File: src/hdl/ccg_pkg.sv
package ccg_pkg;
	// register byte addresses
	localparam logic [7:0] OSC_CTRL_ADDR  = 8'h00;
	localparam logic [7:0] FREQ_MEAS_ADDR = 8'h04;
	localparam logic [7:0] MUL_CFG_ADDR   = 8'h08;
	localparam logic [7:0] SYS_CLK_ADDR   = 8'h0C;
	localparam logic [7:0] WAKE_MODE_ADDR = 8'h10;
	localparam logic [7:0] PGATE_EN_ADDR  = 8'h14;
	localparam logic [7:0] PGATE_DIS_ADDR = 8'h18;
	localparam logic [7:0] PGATE_ST_ADDR  = 8'h1C;
	localparam logic [7:0] PWR_STAT_ADDR  = 8'h20;
	localparam logic [7:0] TICK_CAL_ADDR  = 8'h24;

	// status, frequency tally and wake mode register bit positions
	localparam int ST_XTAL_STABLE = 0;
	localparam int ST_MUL_READY   = 1;
	localparam int ST_SYS_READY   = 3;
	localparam int ST_SWITCH_DONE = 16;
	localparam int ST_RC_STABLE   = 17;
	localparam int TALLY_DONE_BIT = 16;
	localparam int DEEP_SLEEP_BIT = 20;

	localparam logic [1:0]  RESP_OKAY   = 2'h0;
	localparam logic [1:0]  RESP_SLVERR = 2'h2;
	localparam logic [31:0] TICK_CAL    = 32'h0000_1770;
	localparam logic [4:0]  TALLY_FALLS = 5'h10;
	localparam logic [7:0]  XTAL_PREDIV = 8'h08;
	localparam logic [7:0]  HALVE_DIV   = 8'h02;
	localparam logic [3:0]  RC_SETTLE   = 4'h4;

	typedef enum logic [1:0] {
		SRC_SLOW,
		SRC_PRIMARY,
		SRC_MUL,
		SRC_MUL_ALT
	} ccg_src_t;

	typedef struct packed {
		logic [7:0] xtal_startup;
		logic [1:0] rc_frequency_select;
		logic       crystal_enable;
		logic       main_osc_select;
	} ccg_osc_ctl_t;

	typedef struct packed {
		logic [10:0] feedback_factor;
		logic [7:0]  settle_count;
		logic [7:0]  input_prescale_value;
	} ccg_mul_cfg_t;

	typedef struct packed {
		logic       halve_multiplied_clock;
		logic [2:0] master_divide_select;
		ccg_src_t   master_source_select;
	} ccg_sys_cfg_t;

	localparam ccg_osc_ctl_t OSC_CTL_RST = '0;
	localparam ccg_mul_cfg_t MUL_CFG_RST = '0;
	localparam ccg_sys_cfg_t SYS_CFG_RST = '{1'b0, 3'h0, SRC_PRIMARY};
endpackage : ccg_pkg

File: src/hdl/ccg_tick_div.sv
// divides a stream of one-cycle ticks by a run-time divisor; 0 stops output
module ccg_tick_div #(
	parameter int W = 8
) (
	input  wire logic         aclk,
	input  wire logic         aresetn,
	input  wire logic         tick_in,
	input  wire logic         restart,
	input  wire logic [W-1:0] divisor,
	output logic              tick_out
);
	logic [W-1:0] cnt_q;

	always_ff @(posedge aclk) begin
		if (!aresetn || restart) begin
			cnt_q    <= '0;
			tick_out <= 1'b0;
		end else if (divisor == '0) begin
			cnt_q    <= '0;
			tick_out <= 1'b0;
		end else if (tick_in) begin
			if (cnt_q >= divisor - W'(1)) begin
				cnt_q    <= '0;
				tick_out <= 1'b1;
			end else begin
				cnt_q    <= cnt_q + W'(1);
				tick_out <= 1'b0;
			end
		end else begin
			tick_out <= 1'b0;
		end
	end
endmodule : ccg_tick_div

File: src/hdl/ccg_top.sv
// Contract
// RULE1: primary source changes glitch-free, following main_osc_select.
// RULE2: primary_switch_done_flag rises when the source switch completes.
// RULE3: fast RC is primary source after reset and on Wait mode entry.
// RULE4: tally restarts on next slow rise after stability or selection change; code skips it when the switch completes in its first cycle.
// RULE5: at 16th slow falling edge, tally stops and tally_done_flag sets.
// RULE6: input prescaler 1..255; zero forces divider and multiplied clock low.
// RULE7: multiplied clock rate is source times (feedback_factor+1)/prescale.
// RULE8: feedback_factor zero powers multiplier down; nonzero restarts it.
// RULE9: re-enable or parameter change clears settled flag, loads settle_count.
// RULE10: lock counter decrements per slow cycle; zero sets pll_settled_flag.
// RULE11: software programs enough settle time, waits for settled flag.
// RULE12: halve_multiplied_clock halves multiplied clock before system selector.
// RULE13: software keeps RC/osc selection fixed while system runs off RC-fed multiplier.
// RULE14: software moves system clock to primary around such changes.
// RULE15: master_source_select picks slow, primary or multiplied clock.
// RULE16: master_divide_select divides by 1,2,4,...,64 or by 3.
// RULE17: system clock register write clears ready flag until new clock established.
// RULE18: wait-for-interrupt/event with deep_sleep_select zero stops core clock.
// RULE19: core clock on after reset; restarted by enabled interrupt or reset.
// RULE20: current instruction completes before gating; other masters unaffected.
// RULE21: tick calibration value reads fixed 6000.
// RULE22: peripheral clocks gated individually via enable/disable/status registers.
// RULE23: disabled peripheral clock stops immediately; all disabled after reset.
// RULE24: peripheral gate bit number equals the peripheral identifier.
// RULE25: RC frequency change clears rc_stable_flag, stops primary until stable.
// RULE26: crystal enable clears flag, counts startup on slow/8, sets at zero.
module ccg_top #(
	parameter int N_PERIPH = 32
) (
	input  wire logic                aclk,
	input  wire logic                aresetn,
	input  wire logic [7:0]          s_axi_awaddr,
	input  wire logic                s_axi_awvalid,
	output logic                     s_axi_awready,
	input  wire logic [31:0]         s_axi_wdata,
	input  wire logic [3:0]          s_axi_wstrb,
	input  wire logic                s_axi_wvalid,
	output logic                     s_axi_wready,
	output logic [1:0]               s_axi_bresp,
	output logic                     s_axi_bvalid,
	input  wire logic                s_axi_bready,
	input  wire logic [7:0]          s_axi_araddr,
	input  wire logic                s_axi_arvalid,
	output logic                     s_axi_arready,
	output logic [31:0]              s_axi_rdata,
	output logic [1:0]               s_axi_rresp,
	output logic                     s_axi_rvalid,
	input  wire logic                s_axi_rready,
	input  wire logic                low_rate_clock,
	input  wire logic                rc_osc_clock,
	input  wire logic                xtal_osc_clock,
	input  wire logic                wait_mode_entry,
	input  wire logic                sleep_request,
	input  wire logic                instr_done,
	input  wire logic                wake_irq,
	output logic                     primary_clock,
	output logic                     multiplied_clock,
	output logic                     system_clock,
	output logic                     free_core_clock,
	output logic                     core_clock,
	output logic                     core_clock_on,
	output logic [N_PERIPH-1:0]      periph_clock
);
	typedef enum logic [1:0] {
		CORE_RUN,
		CORE_DRAIN,
		CORE_STOP
	} ccg_core_t;

	ccg_pkg::ccg_osc_ctl_t osc_q;
	ccg_pkg::ccg_mul_cfg_t mul_q;
	ccg_pkg::ccg_sys_cfg_t sys_q;
	ccg_core_t             core_q;
	logic [2:0]            sync1_q, sync2_q, sync3_q;
	logic                  slow_rise, slow_fall, rc_tick, xt_tick, xt8_tick;
	logic                  aw_full_q, w_full_q, wr_en, rd_en;
	logic [7:0]            awaddr_q, rd_addr;
	logic [31:0]           wdata_q, rd_val;
	logic                  rd_hit;
	logic                  deep_sleep_q, sleep_pend_q;
	logic                  active_sel_q, switch_done_q;
	logic                  rc_stable_q, rc_stable_prev_q, xt_stable_q, xt_stable_prev_q;
	logic [3:0]            rc_cnt_q;
	logic [7:0]            xt_cnt_q;
	logic                  tally_arm_q, tally_run_q, tally_done_q;
	logic [15:0]           tally_q;
	logic [4:0]            fall_cnt_q;
	logic                  prim_tick, mul_tick, half_tick, src_tick, sys_tick;
	logic [12:0]           acc_q;
	logic [13:0]           acc_sum;
	logic                  mul_on, settled_q;
	logic [7:0]            lock_cnt_q;
	logic                  sys_ready_q, sys_wr;
	logic [N_PERIPH-1:0]   gate_q;

	// 3->divisor for the system prescaler; code 7 is divide by 3
	function automatic logic [7:0] master_divide_select_div(input logic [2:0] code);
		master_divide_select_div = (code == 3'h7) ? 8'h03 : 8'(8'h01 << code);
	endfunction : master_divide_select_div

	// oscillator pins are asynchronous; third stage only feeds edge detect
	always_ff @(posedge aclk) begin
		if (!aresetn) begin
			sync1_q <= 3'h0;
			sync2_q <= 3'h0;
			sync3_q <= 3'h0;
		end else begin
			sync1_q <= {xtal_osc_clock, rc_osc_clock, low_rate_clock};
			sync2_q <= sync1_q;
			sync3_q <= sync2_q;
		end
	end

	assign slow_rise = sync2_q[0] & ~sync3_q[0];
	assign slow_fall = ~sync2_q[0] & sync3_q[0];
	assign rc_tick   = sync2_q[1] & ~sync3_q[1];
	assign xt_tick   = sync2_q[2] & ~sync3_q[2];

	// register bus: address and data taken independently, answered together
	assign s_axi_awready = ~aw_full_q;
	assign s_axi_wready  = ~w_full_q;
	assign wr_en         = aw_full_q & w_full_q & ~s_axi_bvalid;
	assign s_axi_arready = ~s_axi_rvalid;
	assign rd_en         = s_axi_arvalid & ~s_axi_rvalid;
	assign rd_addr       = s_axi_araddr;

	always_ff @(posedge aclk) begin
		if (!aresetn) begin
			aw_full_q    <= 1'b0;
			w_full_q     <= 1'b0;
			awaddr_q     <= 8'h00;
			wdata_q      <= 32'h0000_0000;
			s_axi_bvalid <= 1'b0;
			s_axi_bresp  <= ccg_pkg::RESP_OKAY;
		end else begin
			if (s_axi_awvalid && !aw_full_q) begin
				aw_full_q <= 1'b1;
				awaddr_q  <= s_axi_awaddr;
			end
			if (s_axi_wvalid && !w_full_q) begin
				w_full_q <= 1'b1;
				wdata_q  <= s_axi_wdata;
			end
			if (wr_en) begin
				s_axi_bvalid <= 1'b1;
				s_axi_bresp  <= (awaddr_q[1:0] != 2'h0 || awaddr_q > ccg_pkg::TICK_CAL_ADDR) ?
					ccg_pkg::RESP_SLVERR : ccg_pkg::RESP_OKAY;
			end else if (s_axi_bvalid && s_axi_bready) begin
				s_axi_bvalid <= 1'b0;
				aw_full_q    <= 1'b0;
				w_full_q     <= 1'b0;
			end
		end
	end

	always_comb begin
		rd_hit = 1'b1;
		rd_val = 32'h0000_0000;
		case (rd_addr)
			ccg_pkg::OSC_CTRL_ADDR:  rd_val = 32'(osc_q);
			ccg_pkg::FREQ_MEAS_ADDR: rd_val = {15'h0000, tally_done_q, tally_q};
			ccg_pkg::MUL_CFG_ADDR:   rd_val = 32'(mul_q);
			ccg_pkg::SYS_CLK_ADDR:   rd_val = 32'(sys_q);
			ccg_pkg::WAKE_MODE_ADDR: rd_val = 32'(deep_sleep_q) << ccg_pkg::DEEP_SLEEP_BIT;
			ccg_pkg::PGATE_EN_ADDR:  rd_val = 32'h0000_0000;
			ccg_pkg::PGATE_DIS_ADDR: rd_val = 32'h0000_0000;
			ccg_pkg::PGATE_ST_ADDR:  rd_val = 32'(gate_q); // see RULE22
			ccg_pkg::PWR_STAT_ADDR: begin
				rd_val[ccg_pkg::ST_XTAL_STABLE] = xt_stable_q;
				rd_val[ccg_pkg::ST_MUL_READY]   = settled_q;
				rd_val[ccg_pkg::ST_SYS_READY]   = sys_ready_q;
				rd_val[ccg_pkg::ST_SWITCH_DONE] = switch_done_q;
				rd_val[ccg_pkg::ST_RC_STABLE]   = rc_stable_q;
			end
			ccg_pkg::TICK_CAL_ADDR:  rd_val = ccg_pkg::TICK_CAL; // see RULE21
			default:                 rd_hit = 1'b0;
		endcase
	end

	always_ff @(posedge aclk) begin
		if (!aresetn) begin
			s_axi_rvalid <= 1'b0;
			s_axi_rdata  <= 32'h0000_0000;
			s_axi_rresp  <= ccg_pkg::RESP_OKAY;
		end else if (rd_en) begin
			s_axi_rvalid <= 1'b1;
			s_axi_rdata  <= rd_val;
			s_axi_rresp  <= rd_hit ? ccg_pkg::RESP_OKAY : ccg_pkg::RESP_SLVERR;
		end else if (s_axi_rready) begin
			s_axi_rvalid <= 1'b0;
		end
	end

	// configuration registers
	assign sys_wr = wr_en && awaddr_q == ccg_pkg::SYS_CLK_ADDR;

	always_ff @(posedge aclk) begin
		if (!aresetn) begin
			osc_q        <= ccg_pkg::OSC_CTL_RST; // see RULE3
			mul_q        <= ccg_pkg::MUL_CFG_RST; // see RULE6
			sys_q        <= ccg_pkg::SYS_CFG_RST;
			deep_sleep_q <= 1'b0;
		end else begin
			if (wr_en && awaddr_q == ccg_pkg::OSC_CTRL_ADDR)
				osc_q <= ccg_pkg::ccg_osc_ctl_t'(wdata_q[11:0]);
			if (wait_mode_entry)
				osc_q.main_osc_select <= 1'b0; // see RULE3
			if (wr_en && awaddr_q == ccg_pkg::MUL_CFG_ADDR)
				mul_q <= ccg_pkg::ccg_mul_cfg_t'(wdata_q[26:0]);
			if (sys_wr)
				sys_q <= ccg_pkg::ccg_sys_cfg_t'(wdata_q[5:0]);
			if (wr_en && awaddr_q == ccg_pkg::WAKE_MODE_ADDR)
				deep_sleep_q <= wdata_q[ccg_pkg::DEEP_SLEEP_BIT];
		end
	end

	// peripheral gates, bit index is the peripheral identifier
	always_ff @(posedge aclk) begin
		if (!aresetn) begin
			gate_q <= '0; // see RULE23
		end else if (wr_en && awaddr_q == ccg_pkg::PGATE_EN_ADDR) begin
			gate_q <= gate_q | wdata_q[N_PERIPH-1:0]; // see RULE22
		end else if (wr_en && awaddr_q == ccg_pkg::PGATE_DIS_ADDR) begin
			gate_q <= gate_q & ~wdata_q[N_PERIPH-1:0]; // see RULE22
		end
	end

	assign periph_clock = {N_PERIPH{sys_tick}} & gate_q; // see RULE23, see RULE24

	// fast RC settling after a frequency change
	always_ff @(posedge aclk) begin
		if (!aresetn) begin
			rc_stable_q <= 1'b0;
			rc_cnt_q    <= ccg_pkg::RC_SETTLE;
		end else if (wr_en && awaddr_q == ccg_pkg::OSC_CTRL_ADDR
				&& wdata_q[3:2] != osc_q.rc_frequency_select) begin
			rc_stable_q <= 1'b0; // see RULE25
			rc_cnt_q    <= ccg_pkg::RC_SETTLE;
		end else if (!rc_stable_q && slow_rise) begin
			if (rc_cnt_q == 4'h0)
				rc_stable_q <= 1'b1; // see RULE25
			else
				rc_cnt_q <= rc_cnt_q - 4'h1;
		end
	end

	// crystal startup count on slow clock divided by eight
	ccg_tick_div #(.W(8)) u_xt_prediv (
		.aclk     (aclk),
		.aresetn  (aresetn),
		.tick_in  (slow_rise),
		.restart  (1'b0),
		.divisor  (ccg_pkg::XTAL_PREDIV),
		.tick_out (xt8_tick)
	);

	always_ff @(posedge aclk) begin
		if (!aresetn) begin
			xt_stable_q <= 1'b0;
			xt_cnt_q    <= 8'h00;
		end else if (wr_en && awaddr_q == ccg_pkg::OSC_CTRL_ADDR) begin
			xt_stable_q <= 1'b0; // see RULE26
			xt_cnt_q    <= wdata_q[11:4];
		end else if (!osc_q.crystal_enable) begin
			xt_stable_q <= 1'b0;
		end else if (!xt_stable_q && xt_cnt_q == 8'h00) begin
			xt_stable_q <= 1'b1; // see RULE26
		end else if (!xt_stable_q && xt8_tick) begin
			xt_cnt_q <= xt_cnt_q - 8'h01; // see RULE26
		end
	end

	// hand over only on an edge of the new source so no runt pulse escapes
	always_ff @(posedge aclk) begin
		if (!aresetn) begin
			active_sel_q  <= 1'b0;
			switch_done_q <= 1'b1;
		end else if (osc_q.main_osc_select != active_sel_q) begin
			switch_done_q <= 1'b0;
			if (osc_q.main_osc_select ? xt_tick : rc_tick) begin
				active_sel_q  <= osc_q.main_osc_select; // see RULE1
				switch_done_q <= 1'b1; // see RULE2
			end
		end
	end

	// primary stays stopped while its oscillator is unsettled
	assign prim_tick = active_sel_q ? (xt_tick & xt_stable_q) : (rc_tick & rc_stable_q); // see RULE25

	// frequency tally from a slow rising edge to the sixteenth slow falling edge
	always_ff @(posedge aclk) begin
		if (!aresetn) begin
			rc_stable_prev_q <= 1'b0;
			xt_stable_prev_q <= 1'b0;
			tally_arm_q      <= 1'b0;
			tally_run_q      <= 1'b0;
			tally_done_q     <= 1'b0;
			tally_q          <= 16'h0000;
			fall_cnt_q       <= 5'h00;
		end else begin
			rc_stable_prev_q <= rc_stable_q;
			xt_stable_prev_q <= xt_stable_q;
			if ((!active_sel_q && rc_stable_q && !rc_stable_prev_q)
					|| (active_sel_q && xt_stable_q && !xt_stable_prev_q)
					|| (osc_q.main_osc_select != active_sel_q && switch_done_q == 1'b0
					&& (osc_q.main_osc_select ? xt_tick : rc_tick)))
				tally_arm_q <= 1'b1; // see RULE4
			if (tally_arm_q && slow_rise) begin
				tally_arm_q  <= 1'b0;
				tally_run_q  <= 1'b1; // see RULE4
				tally_done_q <= 1'b0;
				tally_q      <= 16'h0000;
				fall_cnt_q   <= 5'h00;
			end else if (tally_run_q) begin
				if (prim_tick)
					tally_q <= tally_q + 16'h0001;
				if (slow_fall) begin
					fall_cnt_q <= fall_cnt_q + 5'h01;
					if (fall_cnt_q + 5'h01 == ccg_pkg::TALLY_FALLS) begin
						tally_run_q  <= 1'b0; // see RULE5
						tally_done_q <= 1'b1;
					end
				end
			end
		end
	end

	// multiplier as a rate accumulator; output is capped at one tick per cycle
	assign mul_on  = mul_q.feedback_factor != 11'h000 && mul_q.input_prescale_value != 8'h00; // see RULE6, see RULE8
	assign acc_sum = {1'b0, acc_q} + (prim_tick && acc_q[12] == 1'b0 ? 14'(mul_q.feedback_factor) + 14'h0001 : 14'h0000);

	always_ff @(posedge aclk) begin
		if (!aresetn || !mul_on) begin
			acc_q    <= 13'h0000;
			mul_tick <= 1'b0;
		end else if (acc_sum >= 14'(mul_q.input_prescale_value)) begin
			acc_q    <= 13'(acc_sum - 14'(mul_q.input_prescale_value)); // see RULE7
			mul_tick <= 1'b1;
		end else begin
			acc_q    <= acc_sum[12:0];
			mul_tick <= 1'b0;
		end
	end

	// lock countdown on the slow clock
	always_ff @(posedge aclk) begin
		if (!aresetn) begin
			settled_q  <= 1'b0;
			lock_cnt_q <= 8'h00;
		end else if (wr_en && awaddr_q == ccg_pkg::MUL_CFG_ADDR
				&& (wdata_q[26:16] != mul_q.feedback_factor || wdata_q[7:0] != mul_q.input_prescale_value)) begin
			settled_q  <= 1'b0; // see RULE9
			lock_cnt_q <= wdata_q[15:8];
		end else if (!mul_on) begin
			settled_q <= 1'b0;
		end else if (!settled_q && lock_cnt_q == 8'h00) begin
			settled_q <= 1'b1; // see RULE10
		end else if (!settled_q && slow_rise) begin
			lock_cnt_q <= lock_cnt_q - 8'h01; // see RULE10
		end
	end

	ccg_tick_div #(.W(8)) u_halve (
		.aclk     (aclk),
		.aresetn  (aresetn),
		.tick_in  (mul_tick),
		.restart  (1'b0),
		.divisor  (ccg_pkg::HALVE_DIV),
		.tick_out (half_tick)
	);

	// system clock source and prescaler
	always_comb begin
		case (sys_q.master_source_select)
			ccg_pkg::SRC_SLOW:    src_tick = slow_rise; // see RULE15
			ccg_pkg::SRC_PRIMARY: src_tick = prim_tick;
			default:              src_tick = sys_q.halve_multiplied_clock ? half_tick : mul_tick; // see RULE12
		endcase
	end

	ccg_tick_div #(.W(8)) u_sys_master_divide_select (
		.aclk     (aclk),
		.aresetn  (aresetn),
		.tick_in  (src_tick),
		.restart  (sys_wr),
		.divisor  (master_divide_select_div(sys_q.master_divide_select)), // see RULE16
		.tick_out (sys_tick)
	);

	always_ff @(posedge aclk) begin
		if (!aresetn)
			sys_ready_q <= 1'b1;
		else if (sys_wr)
			sys_ready_q <= 1'b0; // see RULE17
		else if (sys_tick)
			sys_ready_q <= 1'b1; // see RULE17
	end

	// core clock sleep control; wake wins over a sleep request in the same cycle
	always_ff @(posedge aclk) begin
		if (!aresetn) begin
			core_q       <= CORE_RUN; // see RULE19
			sleep_pend_q <= 1'b0;
		end else begin
			sleep_pend_q <= 1'b0;
			case (core_q)
				CORE_RUN:
					if (sleep_request && !deep_sleep_q && !wake_irq)
						core_q <= instr_done ? CORE_STOP : CORE_DRAIN; // see RULE18, see RULE20
				CORE_DRAIN:
					if (wake_irq)
						core_q <= CORE_RUN;
					else if (instr_done)
						core_q <= CORE_STOP; // see RULE20
				CORE_STOP:
					if (wake_irq)
						core_q <= CORE_RUN; // see RULE19
				default:
					core_q <= CORE_RUN;
			endcase
		end
	end

	assign core_clock_on    = core_q != CORE_STOP;
	assign core_clock       = sys_tick & core_clock_on;
	assign free_core_clock  = sys_tick;
	assign system_clock     = sys_tick;
	assign primary_clock    = prim_tick;
	assign multiplied_clock = mul_tick;
endmodule : ccg_top

File: config.mk
export PLATFORM = sky130hd
export DESIGN_NAME = ccg_top
export DESIGN_NICKNAME = d
export VERILOG_FILES = /design/src/hdl/ccg_pkg.sv /design/src/hdl/ccg_tick_div.sv /design/src/hdl/ccg_top.sv
export SDC_FILE = /design/constraint.sdc
export NUM_CORES = 1
export LEC_CHECK = 0
export ABC_CLOCK_PERIOD_IN_PS = 4230
export CAP_MARGIN = 10
export CORE_MARGIN = 4
export CORE_UTILIZATION = 56
export DETAILED_ROUTE_END_ITERATION = 7
export DONT_BUFFER_PORTS = 1
export PLACE_DENSITY = 0.74
export SYNTH_ARGS = -nofsm -noshare
export SYNTH_HDL_FRONTEND = slang
export SYNTH_HIERARCHICAL = 1
export SYNTH_SLANG_ARGS = --single-unit
File: constraint.sdc
create_clock -name aclk -period 4.23 [get_ports aclk]
set_clock_uncertainty 0.2 [all_clocks]
set_input_delay 0.846 -clock aclk [delete_from_list [all_inputs] [get_ports aclk]]
set_output_delay 0.846 -clock aclk [all_outputs]
set_load 0.02 [all_outputs]
* Word-level counts from Yosys, hierarchy flattened
Cells that the tools add are included.
Word-level totals: register bits after elaboration 262, input port bits 66, logic and storage cells 264
Operators by class: add/subtract/negate cells 12, order comparisons 5, equality and inequality tests 29, shifts and indexed selects 1, multiplexer cells 56, bitwise operators 29, reductions and logical operators 83
Operator list (count):
- $mux W8 | 12
- $pmux W12 S6 | 1
- $and A32 B32 Y32 | 2
- $mux W32 | 2
- $eq A8 B5 Y1 const B | 7
- $pmux W14 S3 | 1
- $logic_not A8 Y1 | 5
- $eq A8 B4 Y1 const B | 4
- $not A32 Y32 | 1
- $or A32 B32 Y32 | 1
- $logic_and A1 B1 Y1 | 27
- $mux W1 | 25
- $add A8 B1 Y8 const B | 3
- $sub A8 B1 Y8 const B | 3
- $reduce_bool A2 Y1 | 9
- $add A16 B1 Y16 const B | 1
- $eq A8 B6 Y1 const B | 2
- $not A1 Y1 | 15
- $add A13 B12 Y14 | 1
- $ge A14 B8 Y1 | 1
- $mux W2 | 7
- $reduce_and A2 Y1 | 7
- $mux W13 | 1
- $sub A13 B8 Y13 | 1
- 37 further kinds | 76

* Logic depth before layout (Yosys ltp)
depth in word-level cells 9, depth in mapped cells 20, mapped depth without buffers 17

* Cells and area by module
Netlist, hierarchy kept.
By module, submodules not included:
- ccg_top | times used 1, cells an instance 1414, area an instance 11678.7 µm², seq. area each 4664.5 µm²
- ccg_tick_div | times used 3, cells an instance 81, area an instance 775.7 µm², seq. area each 180.2 µm²

* Worst setup path before layout
OpenSTA, ideal clock, no wires.
kind register to register, from register active_sel_q, to register acc_q[1], library setup time 72 ps, arrival 4228 ps, data required time 3958 ps, path slack -270 ps, stages on the path, launching flop included 20, buffers on the path 3, period minus slack after synthesis 4500 ps, cells stage by stage dfxtp_1 -> clkbuf_1 -> nand4bb_1 -> nand2_1 -> nand2b_1 -> clkbuf_1 -> nor2_1 -> ha_1 -> fa_1 -> a211oi_1 -> o31a_2 -> xnor2_1 -> ha_1 -> o21a_1 -> nor2_1 -> a21oi_1 -> or2_2 -> nor4_4 -> buf_6 -> mux2i_1
On the way: cells in the longest elaborated chain, start to end 6, elaborated cells between the ends (all ways) 7, those cells by class 2 x add/sub; 1 x order compare; 3 x mux; 1 x reduce/logical
RTL lines:
- from (decl) | RTL line ccg_top.sv:82 | logic active_sel_q, switch_done_q;
- from (signal assigned) | RTL line ccg_top.sv:282 | active_sel_q <= osc_q.main_osc_select;
- $mux W1 (*) | RTL line ccg_top.sv:289 | assign prim_tick = active_sel_q ? (xt_tick & xt_stable_q) : (rc_tick & rc_stable_q);
- via primary_clock | RTL line ccg_top.sv:57 | output logic primary_clock,
- $logic_and A1 B1 Y1 (*) | RTL line ccg_top.sv:331 | assign acc_sum = {1'b0, acc_q} + (prim_tick && acc_q[12] == 1'b0 ? 14'(mul_q.feedback_factor) + 14'h0001 : 14' ...
- $mux W12 (*) | RTL line ccg_top.sv:331
- $add A13 B12 Y14 (*) | RTL line ccg_top.sv:331
- $sub A13 B8 Y13 or $ge A14 B8 Y1 (tied branches) | RTL line ccg_top.sv:338, ccg_top.sv:337
- $mux W13 (*) | RTL line ccg_top.sv:337 | end else if (acc_sum >= 14'(mul_q.input_prescale_value)) begin
- to (signal assigned) | RTL line ccg_top.sv:338 | acc_q <= 13'(acc_sum - 14'(mul_q.input_prescale_value));
- to (signal assigned) | RTL line ccg_top.sv:341 | acc_q <= acc_sum[12:0];
- to (decl) | RTL line ccg_top.sv:90 | logic [12:0] acc_q;
Mark *: on every way through the listed nets, which the timed path passes. The rest lies on a longest branch. A chain may end at the register's enable or synchronous reset.

* Worst setup path after layout
from register sync2_q[2], to register acc_q[11]
On the way: cells in the longest elaborated chain, start to end 8, elaborated cells between the ends (all ways) 9, those cells by class 2 x add/sub; 1 x order compare; 3 x mux; 2 x bitwise; 1 x reduce/logical
RTL lines:
- from (decl) | RTL line ccg_top.sv:75 | logic [2:0] sync1_q, sync2_q, sync3_q;
- from (signal assigned) | RTL line ccg_top.sv:110 | sync2_q <= sync1_q;
- $and A1 B1 Y1 (*) | RTL line ccg_top.sv:118 | assign xt_tick = sync2_q[2] & ~sync3_q[2];
- $and A1 B1 Y1 (*) | RTL line ccg_top.sv:289
- $mux W1 (*) | RTL line ccg_top.sv:289
- $logic_and A1 B1 Y1 (*) | RTL line ccg_top.sv:331
- $mux W12 (*) | RTL line ccg_top.sv:331
- $add A13 B12 Y14 (*) | RTL line ccg_top.sv:331
- $sub A13 B8 Y13 or $ge A14 B8 Y1 (tied branches) | RTL line ccg_top.sv:338, ccg_top.sv:337
- $mux W13 (*) | RTL line ccg_top.sv:337
Mark *: on every way between the ends. The rest lies on a longest branch, timed or not.

==> impl_metrics.env <==
export IMPL_via_per_inst=5.76
export IMPL_cts_tree="done"
export IMPL_core_area_sq_um=24500
export IMPL_portBuffers=0
export IMPL_tightestPinTransition_ns=0.922
export IMPL_slew_violations=0
export IMPL_min_path_cells=1
export IMPL_seqPwrFrac=0.481
export IMPL_crit_top_cell="buf_4"
export IMPL_hold_buffers=0
export IMPL_hold_class="primary input to register"
export IMPL_p_switching_w=0.00123
export IMPL_crit_path_cell_trace="nand4b_1, nand2_2, nand2b_1, buf_4, nor2_2, ha_4, o21ai_2, o21bai_1, a21oi_2, o21ai_1, xor2_1, ha_1, buf_4, nand4_1, nor2_1, a21oi_1, o211ai_1, nor4_4, buf_4, clkbuf_16, o41ai_2"
export IMPL_crit_fanout=10
export IMPL_clk_path_buf_depth=3
export IMPL_cp_slowest_cell="dfxtp_1"
export IMPL_yosysMostFrequentCell="nand2_1"
export IMPL_path_class="register to register"
export IMPL_drt_initial_drc_count=1080
export IMPL_relSlewSlack=0.384
export IMPL_grt_total_usage=0.248
export IMPL_internal_power_w=0.00411
export IMPL_hpwl_microns=25600
export IMPL_ys_async_sr_fraction=0
export IMPL_worstPathRequired_ns=4.47
export IMPL_cp_start_kind="register"
export IMPL_synth_mux_area_frac=0.0230
export IMPL_ys_ff_latch=260
export IMPL_grt_pass1_vias=11000
export IMPL_drive_gt1_frac=0.0859
export IMPL_final_area_sq_um=15600
export IMPL_overflow=0
export IMPL_synth_enable_flop_cells=0
export IMPL_synth_adder_area_share=0.0574
export IMPL_syn_to_final_growth_pct=11.1
export IMPL_power_frac_comb=0.048
export IMPL_multiInputGateArea_sq_um=8530
export IMPL_clock_power_share=0.472
export IMPL_setup_viol=0
export IMPL_peakVddDrop_uv=351
export IMPL_final_util=0.636
export IMPL_drc=0
export IMPL_synth_xor_area_share=0.0707
export IMPL_crit_path_max_incr_delay_ns=0.36
export IMPL_die_h_microns=166
export IMPL_cts_sinks=260
export IMPL_final_period_utilization=0.967
export IMPL_yosysTopAreaCell="dfxtp_1"
export IMPL_synth_seq_area_share=0.372
export IMPL_postSynthCellCount=1657
export IMPL_p_leak_nw=5.77
export IMPL_yosys_area_share_simple=0.254
export IMPL_status="complete, no violations"
export IMPL_pin_count=145
export IMPL_reg2reg_depth=21
export IMPL_worstPathArrival_ns=4.33
export IMPL_antenna_found_initial=1
export IMPL_end_kind="register"
export IMPL_yosys_top_cells_area="dfxtp_1 (37%), nand2_1 (8.0%), ha_1 (5.4%), a21boi_0 (4.4%), xor2_1 (3.8%)"
export IMPL_hold_ws_ns=0.175
export IMPL_synthesis_area_sq_um=14000
export IMPL_synth_cell_type_count=78
export IMPL_yosys_top_cells_count="nand2_1 (300), dfxtp_1 (260), nor2_1 (109), a21boi_0 (82), clkbuf_1 (80)"
export IMPL_placed_area_sq_um=14400
export IMPL_clk_latency_ns=0.54
export IMPL_htree_levels=1
export IMPL_cts_root_buffer="clkbuf_16"
export IMPL_cts_buffers=28
export IMPL_regArea_sq_um=5210
export IMPL_synth_top_family_by_area="simple AND/OR/NAND/NOR gates"
export IMPL_path_clk_slew_ns=0.06
export IMPL_synth_area_per_cell_sq_um=8.45
export IMPL_grt_first_pass_wirelength_microns=57300
export IMPL_gp_congestion=0.899
export IMPL_start_util=0.573
export IMPL_powerDensity_nw_per_um2=343
export IMPL_final_nets=1807
export IMPL_synth_top_area_frac=0.372
export IMPL_clock_fmax_mhz=244
export IMPL_rows=57
export IMPL_fillCellCount=2053
export IMPL_dieArea_sq_um=27600
export IMPL_ant_nets=0
export IMPL_wl_per_cell_microns=17.8
export IMPL_swShare=0.231
export IMPL_ys_flop_type="dfxtp_1"
export IMPL_drt_pass1_iter_count=7
export IMPL_final_min_clock_period_ns=4.09
export IMPL_die_width_microns=166
export IMPL_synth_compound_gate_area_share=0.181
export IMPL_grt_max_degree=196
export IMPL_vias=11700
export IMPL_hold_viol=0
export IMPL_yosys_warnings=6
export IMPL_drt_total_wl_microns=36000
export IMPL_drv_cap=0
## per-layer routing
metal	part of all wire	wire, microns	track usage	vias up
li1	-	-	-	5722
met1	0.42	15100	0.324	5520
met2	0.48	17300	0.422	351
met3	0.071	2560	0.0450	75
met4	0.029	1040	0.0739	2
met5	0.00019	7	0	-
## per-stage QoR
stage / instances / worst slack (ns) / power (W) / setup TNS, ns
final: 2025 / 0.140 / 0.00534 / 0
after global routing: 2023 / -0.0591 / 0.00552 / -0.316
after CTS: 2017 / 0.0138 / 0.00537 / 0
after detailed placement: 1966 / 0.0280 / 0.00287 / 0
after global placement: 1966 / 0.151 / 0.00286 / 0
after floorplan: 1711 / 0.0254 / 0.00282 / 0
## layout make-up
class	count	area share
antenna	2	0.000322
clock buffer	39	0.0515
clock inverter	12	0.0105
inverter	42	0.0101
multi-input combinational	1311	0.548
sequential	260	0.335
tap	324	0.0261
timing repair buffer	35	0.0188
## cells by family (layout without fill, tap and decap cells)
group,Yosys count,in the layout
other,2,58
DFF,260,260
AOI/OAI and AO/OA,343,343
buffers and inverters,140,128
adders and majority gates,63,63
xor gates and xnor gates,113,113
and+or+nand+nor,704,704
muxes,32,32
## critical path, delay by kind of cell, from the launching register on
| kind | cells | cell delay [ns] |
|---|---|---|
| AND/OR/NAND/NOR | 7 | 0.89 |
| flip-flops | 1 | 0.36 |
| buffers and inverters | 4 | 0.64 |
| XOR/XNOR | 1 | 0.20 |
| adder cells (fa/ha/maj) | 2 | 0.55 |
| AO/OA/AOI/OAI | 7 | 1.13 |
## cell usage in the layout, fill, tap and decap left out, drive strengths merged, types with 13 or more instances in the layout
master / n
a21oi: 59
dfxtp: 260
nor3b: 33
a221oi: 13
nand2: 300
conb: 56
inv: 42
nor2: 109
ha: 61
nor2b: 66
clkbuf: 40
nand3: 29
and2: 56
nor4: 15
xnor2: 53
o21ai: 45
xor2: 60
a21boi: 82
nor3: 23
a22oi: 47
buf: 34
nand4: 20
mux2i: 31
## power by group through the flow
stage / Combinational [W] / Clock, W / Sequential, W
after floorplan: 0.000229 / 0 / 0.00259
after global placement: 0.000243 / 0 / 0.00262
after detailed placement: 0.000249 / 0 / 0.00262
after CTS: 0.000250 / 0.00255 / 0.00257
after global routing: 0.000283 / 0.00266 / 0.00257
final: 0.000254 / 0.00252 / 0.00257
## timing repair
action                                  in CTS  in global routing
endpoints found under the setup margin       0                 13
endpoints found under the hold margin        0                  0
resized for setup                            0                 19
buffers inserted                             0                  5
## worst paths after layout
check                                     start  slack, ns    endpoint
worst min register to register       sync1_q[0]       0.24  sync2_q[0]
worst min-delay path            wait_mode_entry       0.18    osc_q[0]
worst max-delay path                 sync2_q[2]       0.14   acc_q[11]
worst max register to register       sync2_q[2]       0.14   acc_q[11]
No activity file was read; power rests on OpenSTA's default activity.
